$ cat src/logic/pamux_pkg.sv
// package for the port a output priority multiplexer
// assumes one synchronous clock domain; no software-visible registers
package pamux_pkg;
   localparam int PAMUX_PINS      = 8;
   // pin positions that carry peripheral outputs
   localparam int PAMUX_PIN_OPAMP = 1;
   localparam int PAMUX_PIN_DAC   = 2;
   localparam int PAMUX_PIN_CMP1  = 4;
   localparam int PAMUX_PIN_CMP2  = 5;
   localparam int PAMUX_PIN_CKOUT = 6;
   // reset values of registered pin outputs
   localparam logic [7:0] PAMUX_RST_OUT = 8'h00;
   localparam logic [7:0] PAMUX_RST_OE  = 8'h00;
   localparam logic [7:0] PAMUX_RST_AN  = 8'h00;
   // source codes of the pin winner
   typedef enum logic [2:0] {
      PAMUX_SRC_LATCH = 3'h0,
      PAMUX_SRC_OPAMP = 3'h1,
      PAMUX_SRC_DAC   = 3'h3,
      PAMUX_SRC_CMP1  = 3'h2,
      PAMUX_SRC_CMP2  = 3'h6,
      PAMUX_SRC_CKOUT = 3'h7
   } pamux_src_e;
endpackage : pamux_pkg

$ cat src/logic/pamux_pin_sel.sv
// one pin's priority selector: first enabled peripheral wins over latch
// assumes sources are listed highest priority first in bit 0 upward
`timescale 1ns/100ps
module pamux_pin_sel #(
   parameter int N_SRC = 2
) (
   // peripheral sources, index 0 highest
   input  wire logic [N_SRC-1:0] src_en,
   input  wire logic [N_SRC-1:0] src_val,
   // port latch fallback
   input  wire logic             latch_val,
   input  wire logic             latch_oe,
   // resolved pin
   output logic                  pin_val,
   output logic                  pin_oe,
   output logic [N_SRC-1:0]      grant
);
   // elaboration check: a selector with no source has nothing to rank
   if (N_SRC < 1) begin : g_bad_src
      $error("pamux_pin_sel needs at least one source");
   end

   logic [N_SRC-1:0] taken;
   // ripple priority: a source wins only if none above it is enabled
   generate
      for (genvar i = 0; i < N_SRC; i++) begin : g_pri
         if (i == 0) begin : g_top
            assign grant[i] = src_en[i];
            assign taken[i] = src_en[i];
         end else begin : g_low
            assign grant[i] = src_en[i] & ~taken[i-1];
            assign taken[i] = src_en[i] | taken[i-1];
         end
      end
   endgenerate

   wire any_periph = taken[N_SRC-1];
   wire periph_val = |(grant & src_val);
   assign pin_val = any_periph ? periph_val : latch_val;
   assign pin_oe  = any_periph | latch_oe;
endmodule : pamux_pin_sel

$ cat src/logic/pamux_top.sv
// port a output priority multiplexer for eight pins
// assumes all inputs synchronous to ref_clk; rst synchronous, active high
`timescale 1ns/100ps
module pamux_top
   import pamux_pkg::*;
#(
   parameter int PINS = PAMUX_PINS
) (
   // clock and reset
   input  wire logic            ref_clk,
   input  wire logic            rst,
   // port latch and direction (1 = drive)
   input  wire logic [PINS-1:0] port_a_latch,
   input  wire logic [PINS-1:0] port_a_drive,
   // analog select per pin
   input  wire logic [PINS-1:0] analog_select_regs,
   // peripheral outputs and their enables
   input  wire logic            opamp_one_output,
   input  wire logic            opamp_one_en,
   input  wire logic            dac_one_output,
   input  wire logic            dac_one_en,
   input  wire logic            comparator_one_output,
   input  wire logic            comparator_one_en,
   input  wire logic            comparator_two_output,
   input  wire logic            comparator_two_en,
   input  wire logic            clock_out_signal,
   input  wire logic            clock_out_en,
   // pin read-back from the pads
   input  wire logic [PINS-1:0] port_a_pins_in,
   // pad drive
   output logic [PINS-1:0]      port_a_pins_out,
   output logic [PINS-1:0]      port_a_pins_oe,
   // analog path enable and digital input read
   output logic [PINS-1:0]      analog_in_en,
   output logic [PINS-1:0]      port_a_pins_rd,
   // current winner of pin 6, the only three-way pin
   output pamux_src_e           pin6_src
);
   // elaboration check: the pin map below is fixed to eight pins
   if (PINS != PAMUX_PINS) begin : g_bad_pins
      $error("pamux_top serves eight pins only");
   end

   // ==========================================================
   // per-pin resolution
   logic [PINS-1:0] val_c;
   logic [PINS-1:0] oe_c;
   logic [1:0]      p6_grant;

   // latch-only pins 0, 3, 7
   generate
      for (genvar i = 0; i < PINS; i++) begin : g_latch_only
         if (i != PAMUX_PIN_OPAMP && i != PAMUX_PIN_DAC &&
             i != PAMUX_PIN_CMP1 && i != PAMUX_PIN_CMP2 &&
             i != PAMUX_PIN_CKOUT) begin : g_l
            assign val_c[i] = port_a_latch[i];
            assign oe_c[i]  = port_a_drive[i];
         end
      end
   endgenerate

   // analog select is not an input here: outputs resolve regardless
   pamux_pin_sel #(.N_SRC(1)) u_pin1 (
      .src_en    (opamp_one_en),
      .src_val   (opamp_one_output),
      .latch_val (port_a_latch[PAMUX_PIN_OPAMP]),
      .latch_oe  (port_a_drive[PAMUX_PIN_OPAMP]),
      .pin_val   (val_c[PAMUX_PIN_OPAMP]),
      .pin_oe    (oe_c[PAMUX_PIN_OPAMP]),
      .grant     ()
   );
   pamux_pin_sel #(.N_SRC(1)) u_pin2 (
      .src_en    (dac_one_en),
      .src_val   (dac_one_output),
      .latch_val (port_a_latch[PAMUX_PIN_DAC]),
      .latch_oe  (port_a_drive[PAMUX_PIN_DAC]),
      .pin_val   (val_c[PAMUX_PIN_DAC]),
      .pin_oe    (oe_c[PAMUX_PIN_DAC]),
      .grant     ()
   );
   pamux_pin_sel #(.N_SRC(1)) u_pin4 (
      .src_en    (comparator_one_en),
      .src_val   (comparator_one_output),
      .latch_val (port_a_latch[PAMUX_PIN_CMP1]),
      .latch_oe  (port_a_drive[PAMUX_PIN_CMP1]),
      .pin_val   (val_c[PAMUX_PIN_CMP1]),
      .pin_oe    (oe_c[PAMUX_PIN_CMP1]),
      .grant     ()
   );
   pamux_pin_sel #(.N_SRC(1)) u_pin5 (
      .src_en    (comparator_two_en),
      .src_val   (comparator_two_output),
      .latch_val (port_a_latch[PAMUX_PIN_CMP2]),
      .latch_oe  (port_a_drive[PAMUX_PIN_CMP2]),
      .pin_val   (val_c[PAMUX_PIN_CMP2]),
      .pin_oe    (oe_c[PAMUX_PIN_CMP2]),
      .grant     ()
   );
   // clock out outranks comparator two, which outranks the latch
   pamux_pin_sel #(.N_SRC(2)) u_pin6 (
      .src_en    ({comparator_two_en, clock_out_en}),
      .src_val   ({comparator_two_output, clock_out_signal}),
      .latch_val (port_a_latch[PAMUX_PIN_CKOUT]),
      .latch_oe  (port_a_drive[PAMUX_PIN_CKOUT]),
      .pin_val   (val_c[PAMUX_PIN_CKOUT]),
      .pin_oe    (oe_c[PAMUX_PIN_CKOUT]),
      .grant     (p6_grant)
   );

   // pin 6 winner as a source code; grant is one-hot or zero
   function automatic pamux_src_e pin6_code(input logic [1:0] g);
      pamux_src_e code;
      code = PAMUX_SRC_LATCH;
      if (g[0]) begin
         code = PAMUX_SRC_CKOUT;
      end else if (g[1]) begin
         code = PAMUX_SRC_CMP2;
      end
      return code;
   endfunction : pin6_code

   wire pamux_src_e p6_src_c = pin6_code(p6_grant);

   // ==========================================================
   // input side: analog pins read digital zero
   wire [PINS-1:0] an_en_c = analog_select_regs;
   wire [PINS-1:0] rd_c    = port_a_pins_in & ~analog_select_regs;

   // ==========================================================
   // registered outputs; one cycle of latency keeps pad drive glitch-free
   // including clock_out, which then toggles at most at half ref_clk
   logic [PINS-1:0] out_r;
   logic [PINS-1:0] oe_r;
   logic [PINS-1:0] an_r;
   logic [PINS-1:0] rd_r;
   pamux_src_e      src_r;

   wire [PINS-1:0]  out_nxt = val_c;
   wire [PINS-1:0]  oe_nxt  = oe_c;
   wire [PINS-1:0]  an_nxt  = an_en_c;
   wire [PINS-1:0]  rd_nxt  = rd_c;
   wire pamux_src_e src_nxt = p6_src_c;

   always_ff @(posedge ref_clk) begin
      if (rst) begin
         out_r <= PAMUX_RST_OUT;
         oe_r  <= PAMUX_RST_OE;
         an_r  <= PAMUX_RST_AN;
         rd_r  <= '0;
         src_r <= PAMUX_SRC_LATCH;
      end else begin
         out_r <= out_nxt;
         oe_r  <= oe_nxt;
         an_r  <= an_nxt;
         rd_r  <= rd_nxt;
         src_r <= src_nxt;
      end
   end

   assign port_a_pins_out = out_r;
   assign port_a_pins_oe  = oe_r;
   assign analog_in_en    = an_r;
   assign port_a_pins_rd  = rd_r;
   assign pin6_src        = src_r;
endmodule : pamux_top

$ cat config.mk
export PLATFORM = sky130hd
export DESIGN_NAME = pamux_top
export DESIGN_NICKNAME = d
export VERILOG_FILES = /design/src/logic/pamux_pkg.sv /design/src/logic/pamux_pin_sel.sv /design/src/logic/pamux_top.sv
export SDC_FILE = /design/constraint.sdc
export NUM_CORES = 1
export LEC_CHECK = 0
export ABC_CLOCK_PERIOD_IN_PS = 800
export BUFFER_PORTS_ARGS = -buffer_cell sky130_fd_sc_hd__buf_4
export CORE_MARGIN = 4
export CORE_UTILIZATION = 34
export CTS_BUF_LIST = sky130_fd_sc_hd__clkbuf_16
export DETAILED_ROUTE_END_ITERATION = 7
export GPL_TIMING_DRIVEN = 1
export PLACE_DENSITY = 0.74
export SYNTH_ARGS = -nofsm -noshare
export SYNTH_HDL_FRONTEND = slang
export SYNTH_SLANG_ARGS = --single-unit
$ cat constraint.sdc
create_clock -name ref_clk -period 0.8 [get_ports ref_clk]
set_clock_uncertainty 0.15 [all_clocks]
set_input_delay 0.12 -clock ref_clk [delete_from_list [all_inputs] [get_ports ref_clk]]
set_output_delay 0.12 -clock ref_clk [all_outputs]
set_load 0.01 [all_outputs]
==> results.json, run 1 <==
{
  "antennaDiodeCount": 0,
  "timing.critical_path.depth": 1,
  "finalSetupViolations": 35,
  "critical-path-max-stage-delay_ns": 0.32,
  "fill_cells": 216,
  "syn-num-nets": 129,
  "area_growth_pct": 92.3,
  "postRouteAntennaNets": 0,
  "async_flop_share_pct": 0,
  "io_buffer_count": 78,
  "cts_tree": "yes",
  "setup.worst_path.class": "flip-flop to output pin",
  "max_cap_violations": 0,
  "dieArea_sq_um": 3830,
  "ys_seq_elements": 34,
  "grt.total_usage_pct": 15.7,
  "place.detailed.hpwl_um": 2080,
  "timing.critical_path.buf_inv": 1,
  "synth.cell_area_sq_um": 988,
  "cts_max_path_buffers": 2,
  "fmaxAchievable_mhz": 1030,
  "ys_top_cells_by_area": "sky130_fd_sc_hd__dfxtp_1 (69%), sky130_fd_sc_hd__nor2b_1 (9.5%), sky130_fd_sc_hd__nor2_1 (6.1%), sky130_fd_sc_hd__nor3b_1 (6.1%), sky130_fd_sc_hd__mux2i_1 (5.1%)",
  "synthesis.instances": 85,
  "global_route_wire_length_before_repair_um": 4090,
  "tritoncts_num_sinks": 34,
  "design.final.nets": 210,
  "violated_checks": "hold timing, setup timing",
  "synth-edff-count": 0,
  "die_h_um": 61.9,
  "post_synth_num_cell_types": 10,
  "power_density_nw_per_um2": 2180,
  "num_vias": 895,
  "clock_root_buffer": "sky130_fd_sc_hd__clkbuf_16",
  "synthesis.yosys.warnings": 0,
  "dpl_cell_area_sq_um": 1590,
  "crit_path_top_delay_cell": "sky130_fd_sc_hd__dfxtp_2",
  "rows": 19,
  "leading_cell_types_by_count_after_synthesis": "sky130_fd_sc_hd__dfxtp_1 (34), sky130_fd_sc_hd__nor2_1 (16), sky130_fd_sc_hd__nor2b_1 (15), sky130_fd_sc_hd__nor3b_1 (8), sky130_fd_sc_hd__mux2i_1 (5)",
  "routed_via_density": 4.52,
  "drt-total-wl_um": 2790,
  "setup.worst_path.end_class": "output pin",
  "max-slew-margin-rel_pct": 77.4,
  "cp_max_fo": 2,
  "dr_pass1_iterations": 2,
  "post-cts-setup-buffer-count": 0,
  "outcome": "complete, but fails checks",
  "slew_violations": 0,
  "hold_viol": 33,
  "holdWs_ns": -0.146,
  "wl_per_cell_um": 14.1,
  "rsz0062_at_grt": "true",
  "cts_made_buffers": 5,
  "worst-endpoint-required_ns": 0.53,
  "synthFlopType": "sky130_fd_sc_hd__dfxtp_1",
  "avgSynthCellArea_sq_um": 11.6,
  "most_frequent_cell_after_synthesis": "sky130_fd_sc_hd__dfxtp_1",
  "critPathLaunchType": "flip-flop",
  "drive_above_1_share_pct": 70.7,
  "vdd_ir_drop_max_v": 0.00205,
  "postLayoutSetupSlackWorst_ns": -0.173,
  "die_w_um": 61.9,
  "boundaryPins": 79,
  "dpl_worst_slack_ns": -0.0299,
  "number_of_global_route_vias_before_repair": 921,
  "crit_path_end": "pin6_src[2]",
  "post-route-cell-area_sq_um": 1900,
  "dr.first_iter.drc_count": 17,
  "floorplan.initialDensity_pct": 35.8,
  "fin_crit_sh_pct": 122,
  "cp-startpoint": "pin6_src[1]",
  "total_leakage_power_nw": 0.896,
  "cp_cell_sequence": "buf_6",
  "synth_sequential_area_ratio_pct": 68.9,
  "fp.coreArea_sq_um": 2760,
  "grt_overflow_total": 0,
  "worst_slew_pin_slew_ns": 0.339,
  "grt_start_max_net_pins": 35,
  "yosysTopAreaCell": "sky130_fd_sc_hd__dfxtp_1",
  "synthDominantCellAreaShare_pct": 68.9,
  "routabilityCongestion": 0.748,
  "clock_tree.htree_level_count": 2,
  "hp_class": "input port to flip-flop",
  "grt_antenna_before_repair": 0,
  "critical_path.top_delay_family": "flip-flops",
  "clk_pin_slew_ns": 0.05,
  "route.detailed.drc": 0,
  "timing.final.crit_period_ns": 0.973,
  "cp.arrival_ns": 0.70
}
==> logic make-up (layout without fill, tap and decap cells) <==
kind of cell	count (synthesis)	count (layout)	synth area share (%)
and+or+nand+nor	40	40	22.2
DFF	34	34	68.9
muxes	5	5	5.06
buffers and inverters	5	87	2.66
AOI/OAI and AO/OA	1	1	1.27
==> state kept, by name (all words and copies together), names as in the netlist <==
signal	cells
analog_in_en	8
pin6_src	2
port_a_pins_oe	8
port_a_pins_out	8
port_a_pins_rd	8
==> metal layers <==
layer  part of all wire, %  vias to the layer above  global-route usage (%)
met3                   9.3                       12                    5.17
met2                    59                       47                    30.8
li1                      -                      433                       -
met4                   3.9                        0                    12.7
met5                     0                        -                       0
met1                    28                      403                    12.1
==> worst min-delay path by stage <==
stage | startpoint | to | slack (ns) | cells after the start
3_5_place_dp | analog_select_regs[4] | port_a_pins_rd[4] | 0.14 | 2
4_1_cts | analog_select_regs[0] | port_a_pins_rd[0] | -0.15 | 2
3_3_place_gp | analog_select_regs[0] | port_a_pins_rd[0] | 0.14 | 2
2_1_floorplan | rst | analog_in_en[0] | 0.04 | 1
6_report | analog_select_regs[2] | port_a_pins_rd[2] | -0.15 | 2
5_1_grt | analog_select_regs[2] | port_a_pins_rd[2] | -0.15 | 2
==> per-stage QoR <==
stage	util (%)	TNS, ns	power (mW)	std cells	hold slack (ns)
after floorplan	-	0	2.00	85	0.0416
after global placement	57.7	-0.00683	2.32	190	0.136
after detailed placement	57.7	-0.241	2.34	190	0.140
after CTS	68.4	-5.93	4.18	198	-0.153
after global routing	68.9	-6.26	4.30	198	-0.148
final	68.9	-5.61	4.14	198	-0.146
==> layout by cell type, fill, tap and decap left out, drive strengths merged <==
cell / synthesis / routed
clkinv: 0 / 2
inv: 1 / 2
buf: 4 / 78
a211oi: 1 / 1
clkbuf: 0 / 5
nor3b: 8 / 8
mux2i: 5 / 5
nor3: 1 / 1
nor2b: 15 / 15
nor2: 16 / 16
dfxtp: 34 / 34
==> power by group <==
group | leakage (nW) | switching [mW] | internal [mW] | total [mW]
clock | 0.0724 | 0.622 | 1.12 | 1.74
combinational | 0.532 | 0.186 | 0.356 | 0.541
sequential | 0.292 | 0.0433 | 1.81 | 1.85
total | 0.896 | 0.851 | 3.29 | 4.14
==> timing repair <==
| item | in CTS | in global routing |
|---|---|---|
| gates cloned | 0 | 0 |
| hold endpoints to repair | 33 | 31 |
| setup endpoints to repair | 35 | 35 |
| resized for setup | 57 | 11 |
| pin swaps | 0 | 0 |
==> area by class of cell <==
type / instances / area [sq um] / area share, %
timing repair buffer: 78 / 717 / 37.7
inverter: 1 / 3.75 / 0.197
multi-input combinational: 46 / 282 / 14.8
sequential: 34 / 722 / 38.0
tap: 31 / 38.8 / 2.04
clock inverter: 3 / 12.5 / 0.658
clock buffer: 5 / 125 / 6.58
Note: power is estimated with default switching activity, not from simulation.
==> run 2, diff against run 1 <==
--- a/config.mk
+++ b/config.mk
@@ -7,12 +7,13 @@
 export LEC_CHECK = 0
 export ABC_CLOCK_PERIOD_IN_PS = 800
 export BUFFER_PORTS_ARGS = -buffer_cell sky130_fd_sc_hd__buf_4
+export CAP_MARGIN = 10
 export CORE_MARGIN = 4
 export CORE_UTILIZATION = 34
 export CTS_BUF_LIST = sky130_fd_sc_hd__clkbuf_16
 export DETAILED_ROUTE_END_ITERATION = 7
 export GPL_TIMING_DRIVEN = 1
-export PLACE_DENSITY = 0.74
+export PLACE_DENSITY_LB_ADDON = 0.15
 export SYNTH_ARGS = -nofsm -noshare
 export SYNTH_HDL_FRONTEND = slang
 export SYNTH_SLANG_ARGS = --single-unit
==> run 2 against run 1 <==
Largest power group is now clock. Fmax down 0.22%. Critical path type unchanged. Via count shrank 3.7%. Critical endpoint is now pin6_src[1]. Critical path depth unchanged. Non-clock buffer count did not move. Cell area rose by 2.6%. Worst hold slack gained 0.0013 ns. Global-route usage decreased by 2.7 points. Clock power up 38%. Wire length decreased by 13%. Die area did not move. Sequential share of layout area fell by 1.0 points. The run still ends with hold timing, setup timing left. Highest routed layer unchanged.
==> results.json, run 2 (synthesis gave the netlist of run 1 again) <==
{
  "number_of_global_route_vias_before_repair": 848,
  "critical_path.top_delay_family": "flip-flops",
  "cp_cell_sequence": "buf_6",
  "dpl_worst_slack_ns": -0.0356,
  "finalNonFillerCells": 198,
  "clock_root_buffer": "sky130_fd_sc_hd__clkbuf_16",
  "regArea_sq_um": 721,
  "setup-tns-final_ns": -5.52,
  "tritoncts_num_sinks": 34,
  "combinational_fraction_of_design_power_pct": 11.1,
  "cts_made_buffers": 5,
  "switching_share_pct": 17.7,
  "design.final.nets": 210,
  "power.net_switching_mw": 0.847,
  "worst_slew_pin_slew_ns": 0.335,
  "numPlacedInstances": 190,
  "cp.arrival_ns": 0.71,
  "drt-total-wl_um": 2420,
  "setup.worst_path.class": "flip-flop to output pin",
  "rsz0062_at_grt": "true",
  "holdCritStartpoint": "analog_select_regs[2]",
  "fmaxAchievable_mhz": 1030,
  "hold_viol": 33,
  "routabilityCongestion": 0.643,
  "cp_max_fo": 2,
  "boundaryPins": 79,
  "slew_violations": 0,
  "fin_crit_sh_pct": 122,
  "dieArea_sq_um": 3830,
  "postRouteAntennaNets": 0,
  "crit_path_top_delay_cell": "sky130_fd_sc_hd__dfxtp_2",
  "clkPwrFrac_pct": 50.1,
  "cts_tree": "yes",
  "power.total_mw": 4.78,
  "die_h_um": 61.9,
  "hp_class": "input port to flip-flop",
  "timing.critical_path.buf_inv": 1,
  "max_cap_violations": 0,
  "seqPwrFrac_pct": 38.7,
  "timing.final.crit_period_ns": 0.975,
  "clk_pin_slew_ns": 0.05,
  "critPathLaunchType": "flip-flop",
  "grt_start_max_net_pins": 35,
  "final_common_cell": "sky130_fd_sc_hd__buf_4",
  "dr_pass1_iterations": 2,
  "area_growth_pct": 97.3,
  "antennaDiodeCount": 0,
  "cts_max_path_buffers": 2,
  "power_density_nw_per_um2": 2450,
  "critical-path-max-stage-delay_ns": 0.34,
  "p_int_mw": 3.93,
  "drive_above_1_share_pct": 70.7,
  "fill_cells": 212,
  "violated_checks": "hold timing, setup timing",
  "rows": 19,
  "fp.coreArea_sq_um": 2760,
  "global_route_wire_length_before_repair_um": 3510,
  "postLayoutSetupSlackWorst_ns": -0.175,
  "die_w_um": 61.9,
  "final_cell_mix": "sky130_fd_sc_hd__buf_4 (43), sky130_fd_sc_hd__buf_6 (35), sky130_fd_sc_hd__dfxtp_2 (32), sky130_fd_sc_hd__nor2_1 (16), sky130_fd_sc_hd__nor2b_1 (15)",
  "outcome": "complete, but fails checks",
  "floorplan.initialDensity_pct": 35.8,
  "max-slew-margin-rel_pct": 77.6,
  "holdWs_ns": -0.144,
  "grt_antenna_before_repair": 0,
  "clock_tree.htree_level_count": 2,
  "wl_per_cell_um": 12.2,
  "dr.first_iter.drc_count": 14,
  "setup.worst_path.end_class": "output pin",
  "vdd_ir_drop_max_v": 0.00230,
  "io_buffer_count": 78,
  "grt_overflow_total": 0,
  "cp-startpoint": "pin6_src[1]",
  "grt.total_usage_pct": 13.0,
  "multiInputGateArea_sq_um": 282,
  "finalSetupViolations": 35,
  "finalCoreUtilization_pct": 70.7,
  "num_vias": 862,
  "total_leakage_power_nw": 0.915,
  "route.detailed.drc": 0,
  "routed_via_density": 4.35,
  "worst-endpoint-required_ns": 0.53
}
[run 2: final timing paths]
path | endpoint | slack (ns) | depth (start not counted)
max | pin6_src[1] | -0.18 | 1
min | port_a_pins_rd[2] | -0.14 | 2
[run 2: power by group through the flow]
stage	Sequential [mW]	Combinational, mW	Clock, mW
2_1_floorplan	1.90	0.106	0
5_1_grt	1.86	0.578	2.53
3_5_place_dp	1.85	0.483	0
3_3_place_gp	1.85	0.473	0
4_1_cts	1.85	0.540	2.45
6_report	1.85	0.533	2.40
[run 2: area by class of cell]
class | count | share of cell area [%]
sequential | 34 | 36.9
timing repair buffer | 78 | 36.8
multi-input combinational | 46 | 14.4
clock buffer | 5 | 6.41
clock inverter | 3 | 3.27
tap | 31 | 1.99
inverter | 1 | 0.192
[run 2: what timing repair did]
| item | in CTS | in global routing |
|---|---|---|
| gates resized for setup | 56 | 11 |
| buffers inserted | 0 | 0 |
| pin swaps | 0 | 0 |
| endpoints found under the hold margin | 33 | 33 |
| setup endpoints to repair | 35 | 35 |
[run 2: layer usage]
metal	share of wire, %	up-vias	track usage [%]
met5	0	-	0
met4	0.70	0	6.36
met3	14	2	9.50
met2	54	42	21.8
met1	32	388	11.7
li1	-	430	-
[run 2: metrics by stage]
step,hold slack (ns),instance area (sq um)
6_report,-0.144,1950
5_1_grt,-0.155,1950
4_1_cts,-0.150,1940
3_5_place_dp,0.141,1590
3_3_place_gp,0.137,1590
2_1_floorplan,0.0416,988
==> run 3, diff against run 2 <==
--- a/config.mk
+++ b/config.mk
@@ -6,12 +6,12 @@
 export NUM_CORES = 1
 export LEC_CHECK = 0
 export ABC_CLOCK_PERIOD_IN_PS = 800
-export BUFFER_PORTS_ARGS = -buffer_cell sky130_fd_sc_hd__buf_4
 export CAP_MARGIN = 10
 export CORE_MARGIN = 4
-export CORE_UTILIZATION = 34
+export CORE_UTILIZATION = 52
 export CTS_BUF_LIST = sky130_fd_sc_hd__clkbuf_16
 export DETAILED_ROUTE_END_ITERATION = 7
+export DONT_BUFFER_PORTS = 1
 export GPL_TIMING_DRIVEN = 1
 export PLACE_DENSITY_LB_ADDON = 0.15
 export SYNTH_ARGS = -nofsm -noshare
==> constraint.sdc (replaced) <==
create_clock -name ref_clk -period 0.8 [get_ports ref_clk]
set_clock_uncertainty 0.15 [all_clocks]
set_input_delay 0.16 -clock ref_clk [delete_from_list [all_inputs] [get_ports ref_clk]]
set_output_delay 0.16 -clock ref_clk [all_outputs]
set_load 0.01 [all_outputs]
==> run 3 against run 2 <==
The run still ends with hold timing, setup timing left. Cell area shrank 38%. Clock-buffer cell count is the same. Worst hold slack lost 0.057 ns. Sequential share of layout area grew 23 points. Via count shrank 33%.
==> results.json, run 3 (synthesis gave the netlist of run 1 again) <==
{
  "slew_violations": 0,
  "grt_antenna_before_repair": 0,
  "postLayoutSetupSlackWorst_ns": -0.140,
  "final_cell_mix": "sky130_fd_sc_hd__dfxtp_2 (33), sky130_fd_sc_hd__nor2_1 (16), sky130_fd_sc_hd__nor2b_1 (15), sky130_fd_sc_hd__nor3b_1 (8)",
  "route.top_layer_used": "met4",
  "power_density_nw_per_um2": 3320,
  "max_cap_violations": 0,
  "routabilityCongestion": 0.607,
  "hold_viol": 33,
  "place.detailed.hpwl_um": 1260,
  "total_leakage_power_nw": 0.487,
  "antennaDiodeCount": 0,
  "timing.final.crit_period_ns": 0.940,
  "outcome": "complete, but fails checks",
  "hold-path-cell-count": 1,
  "multiInputGateArea_sq_um": 282,
  "fin_crit_sh_pct": 117,
  "max-slew-margin-rel_pct": 88.5,
  "cts_tree": "yes",
  "dr_pass1_iterations": 2,
  "violated_checks": "hold timing, setup timing",
  "cp.arrival_ns": 0.63,
  "hold_end": "analog_in_en[2]",
  "grt.total_usage_pct": 14.4,
  "power.total_mw": 4.02,
  "number_of_global_route_vias_before_repair": 616,
  "design.final.nets": 133,
  "dpl_cell_area_sq_um": 997,
  "worst-endpoint-required_ns": 0.49,
  "worst_slew_pin_slew_ns": 0.168,
  "die_h_um": 51.6,
  "boundaryPins": 79,
  "tritoncts_num_sinks": 34,
  "drive_above_1_share_pct": 46.1,
  "fill_cells": 148,
  "critPathLaunchType": "flip-flop",
  "setup.worst_path.end_class": "output pin",
  "routed_via_density": 5.05,
  "global_route_wire_length_before_repair_um": 2700,
  "grt_overflow_total": 0,
  "rows": 15,
  "clock_root_buffer": "sky130_fd_sc_hd__clkbuf_16",
  "wl_per_cell_um": 15.7,
  "cts_made_buffers": 5,
  "drt-total-wl_um": 1800,
  "finalSetupViolations": 35,
  "fmaxAchievable_mhz": 1060,
  "postRouteAntennaNets": 0,
  "holdCritStartpoint": "rst",
  "hp_class": "input port to flip-flop",
  "wl_met3_um": 275,
  "cts_max_path_buffers": 2,
  "dr.first_iter.drc_count": 5,
  "fp.coreArea_sq_um": 1760,
  "rsz0062_at_grt": "true",
  "setup.worst_path.class": "flip-flop to output pin",
  "io_buffer_count": 0,
  "floorplan.initialDensity_pct": 56.0,
  "area_growth_pct": 22.5,
  "numPlacedInstances": 106,
  "finalNonFillerCells": 114,
  "post-route-cell-area_sq_um": 1210,
  "dieArea_sq_um": 2660,
  "num_vias": 576,
  "cp_max_fo": 2,
  "clock_tree.htree_level_count": 2,
  "vdd_ir_drop_max_v": 0.00235,
  "route.detailed.drc": 0,
  "wl_met1_um": 522,
  "holdWs_ns": -0.201,
  "clk_pin_slew_ns": 0.05,
  "grt_start_max_net_pins": 35,
  "met2_length_um": 976,
  "die_w_um": 51.6,
  "regArea_sq_um": 726,
  "final_common_cell": "sky130_fd_sc_hd__dfxtp_2"
}
run 3: changes by cell type in the layout (fill, tap and decap cells not counted):
cell | before | now
sky130_fd_sc_hd__buf_4 | 43 | 0
sky130_fd_sc_hd__bufinv_16 | 2 | 1
sky130_fd_sc_hd__dfxtp_1 | 2 | 0
sky130_fd_sc_hd__dlygate4sd3_1 | 0 | 1
sky130_fd_sc_hd__dfxtp_2 | 32 | 33
sky130_fd_sc_hd__buf_6 | 35 | 0
sky130_fd_sc_hd__dfxtp_4 | 0 | 1
run 3: layout make-up:
cell class,instances,share of cell area (%)
clock buffer,5,10.3
clock inverter,2,2.79
inverter,1,0.310
multi-input combinational,46,23.2
sequential,34,59.9
tap,25,2.58
timing repair buffer,1,0.826
run 3: layer usage:
metal  vias to the layer above  global-route usage (%)
met3                         4                    10.0
met2                        44                    25.4
met5                         -                       0
li1                        273                       -
met4                         0                    7.86
met1                       255                    11.5
run 3: report_power, final:
group | switching (mW) | internal [mW] | total, mW
sequential | 0.0844 | 1.81 | 1.90
combinational | 0.0285 | 0.0613 | 0.0898
clock | 0.595 | 1.44 | 2.03
run 3: worst max path at each step:
stage / start / to / slack [ns] / depth (start not counted)
after CTS: pin6_src[1] / pin6_src[2] / -0.15 / 0
after detailed placement: pin6_src[1] / pin6_src[2] / 0.09 / 0
final: pin6_src[1] / pin6_src[2] / -0.14 / 0
after global placement: pin6_src[1] / pin6_src[1] / 0.09 / 0
after floorplan: pin6_src[1] / pin6_src[2] / 0.005 / 1
after global routing: pin6_src[1] / pin6_src[2] / -0.16 / 0
run 3: repair_timing:
| action | 4_1_cts | 5_1_grt |
|---|---|---|
| endpoints found under the hold margin | 34 | 34 |
| endpoints found under the setup margin | 35 | 35 |
| resized for setup | 35 | 0 |
| setup buffers | 0 | 0 |
run 3: stage by stage:
stage / setup TNS (ns) / setup slack, ns / utilization, %
floorplan: 0 / 0.00482 / -
global placement: 0 / 0.0888 / 56.5
detailed placement: 0 / 0.0867 / 56.5
CTS: -4.31 / -0.146 / 68.1
global route: -4.66 / -0.155 / 68.7
finish: -4.04 / -0.140 / 68.7
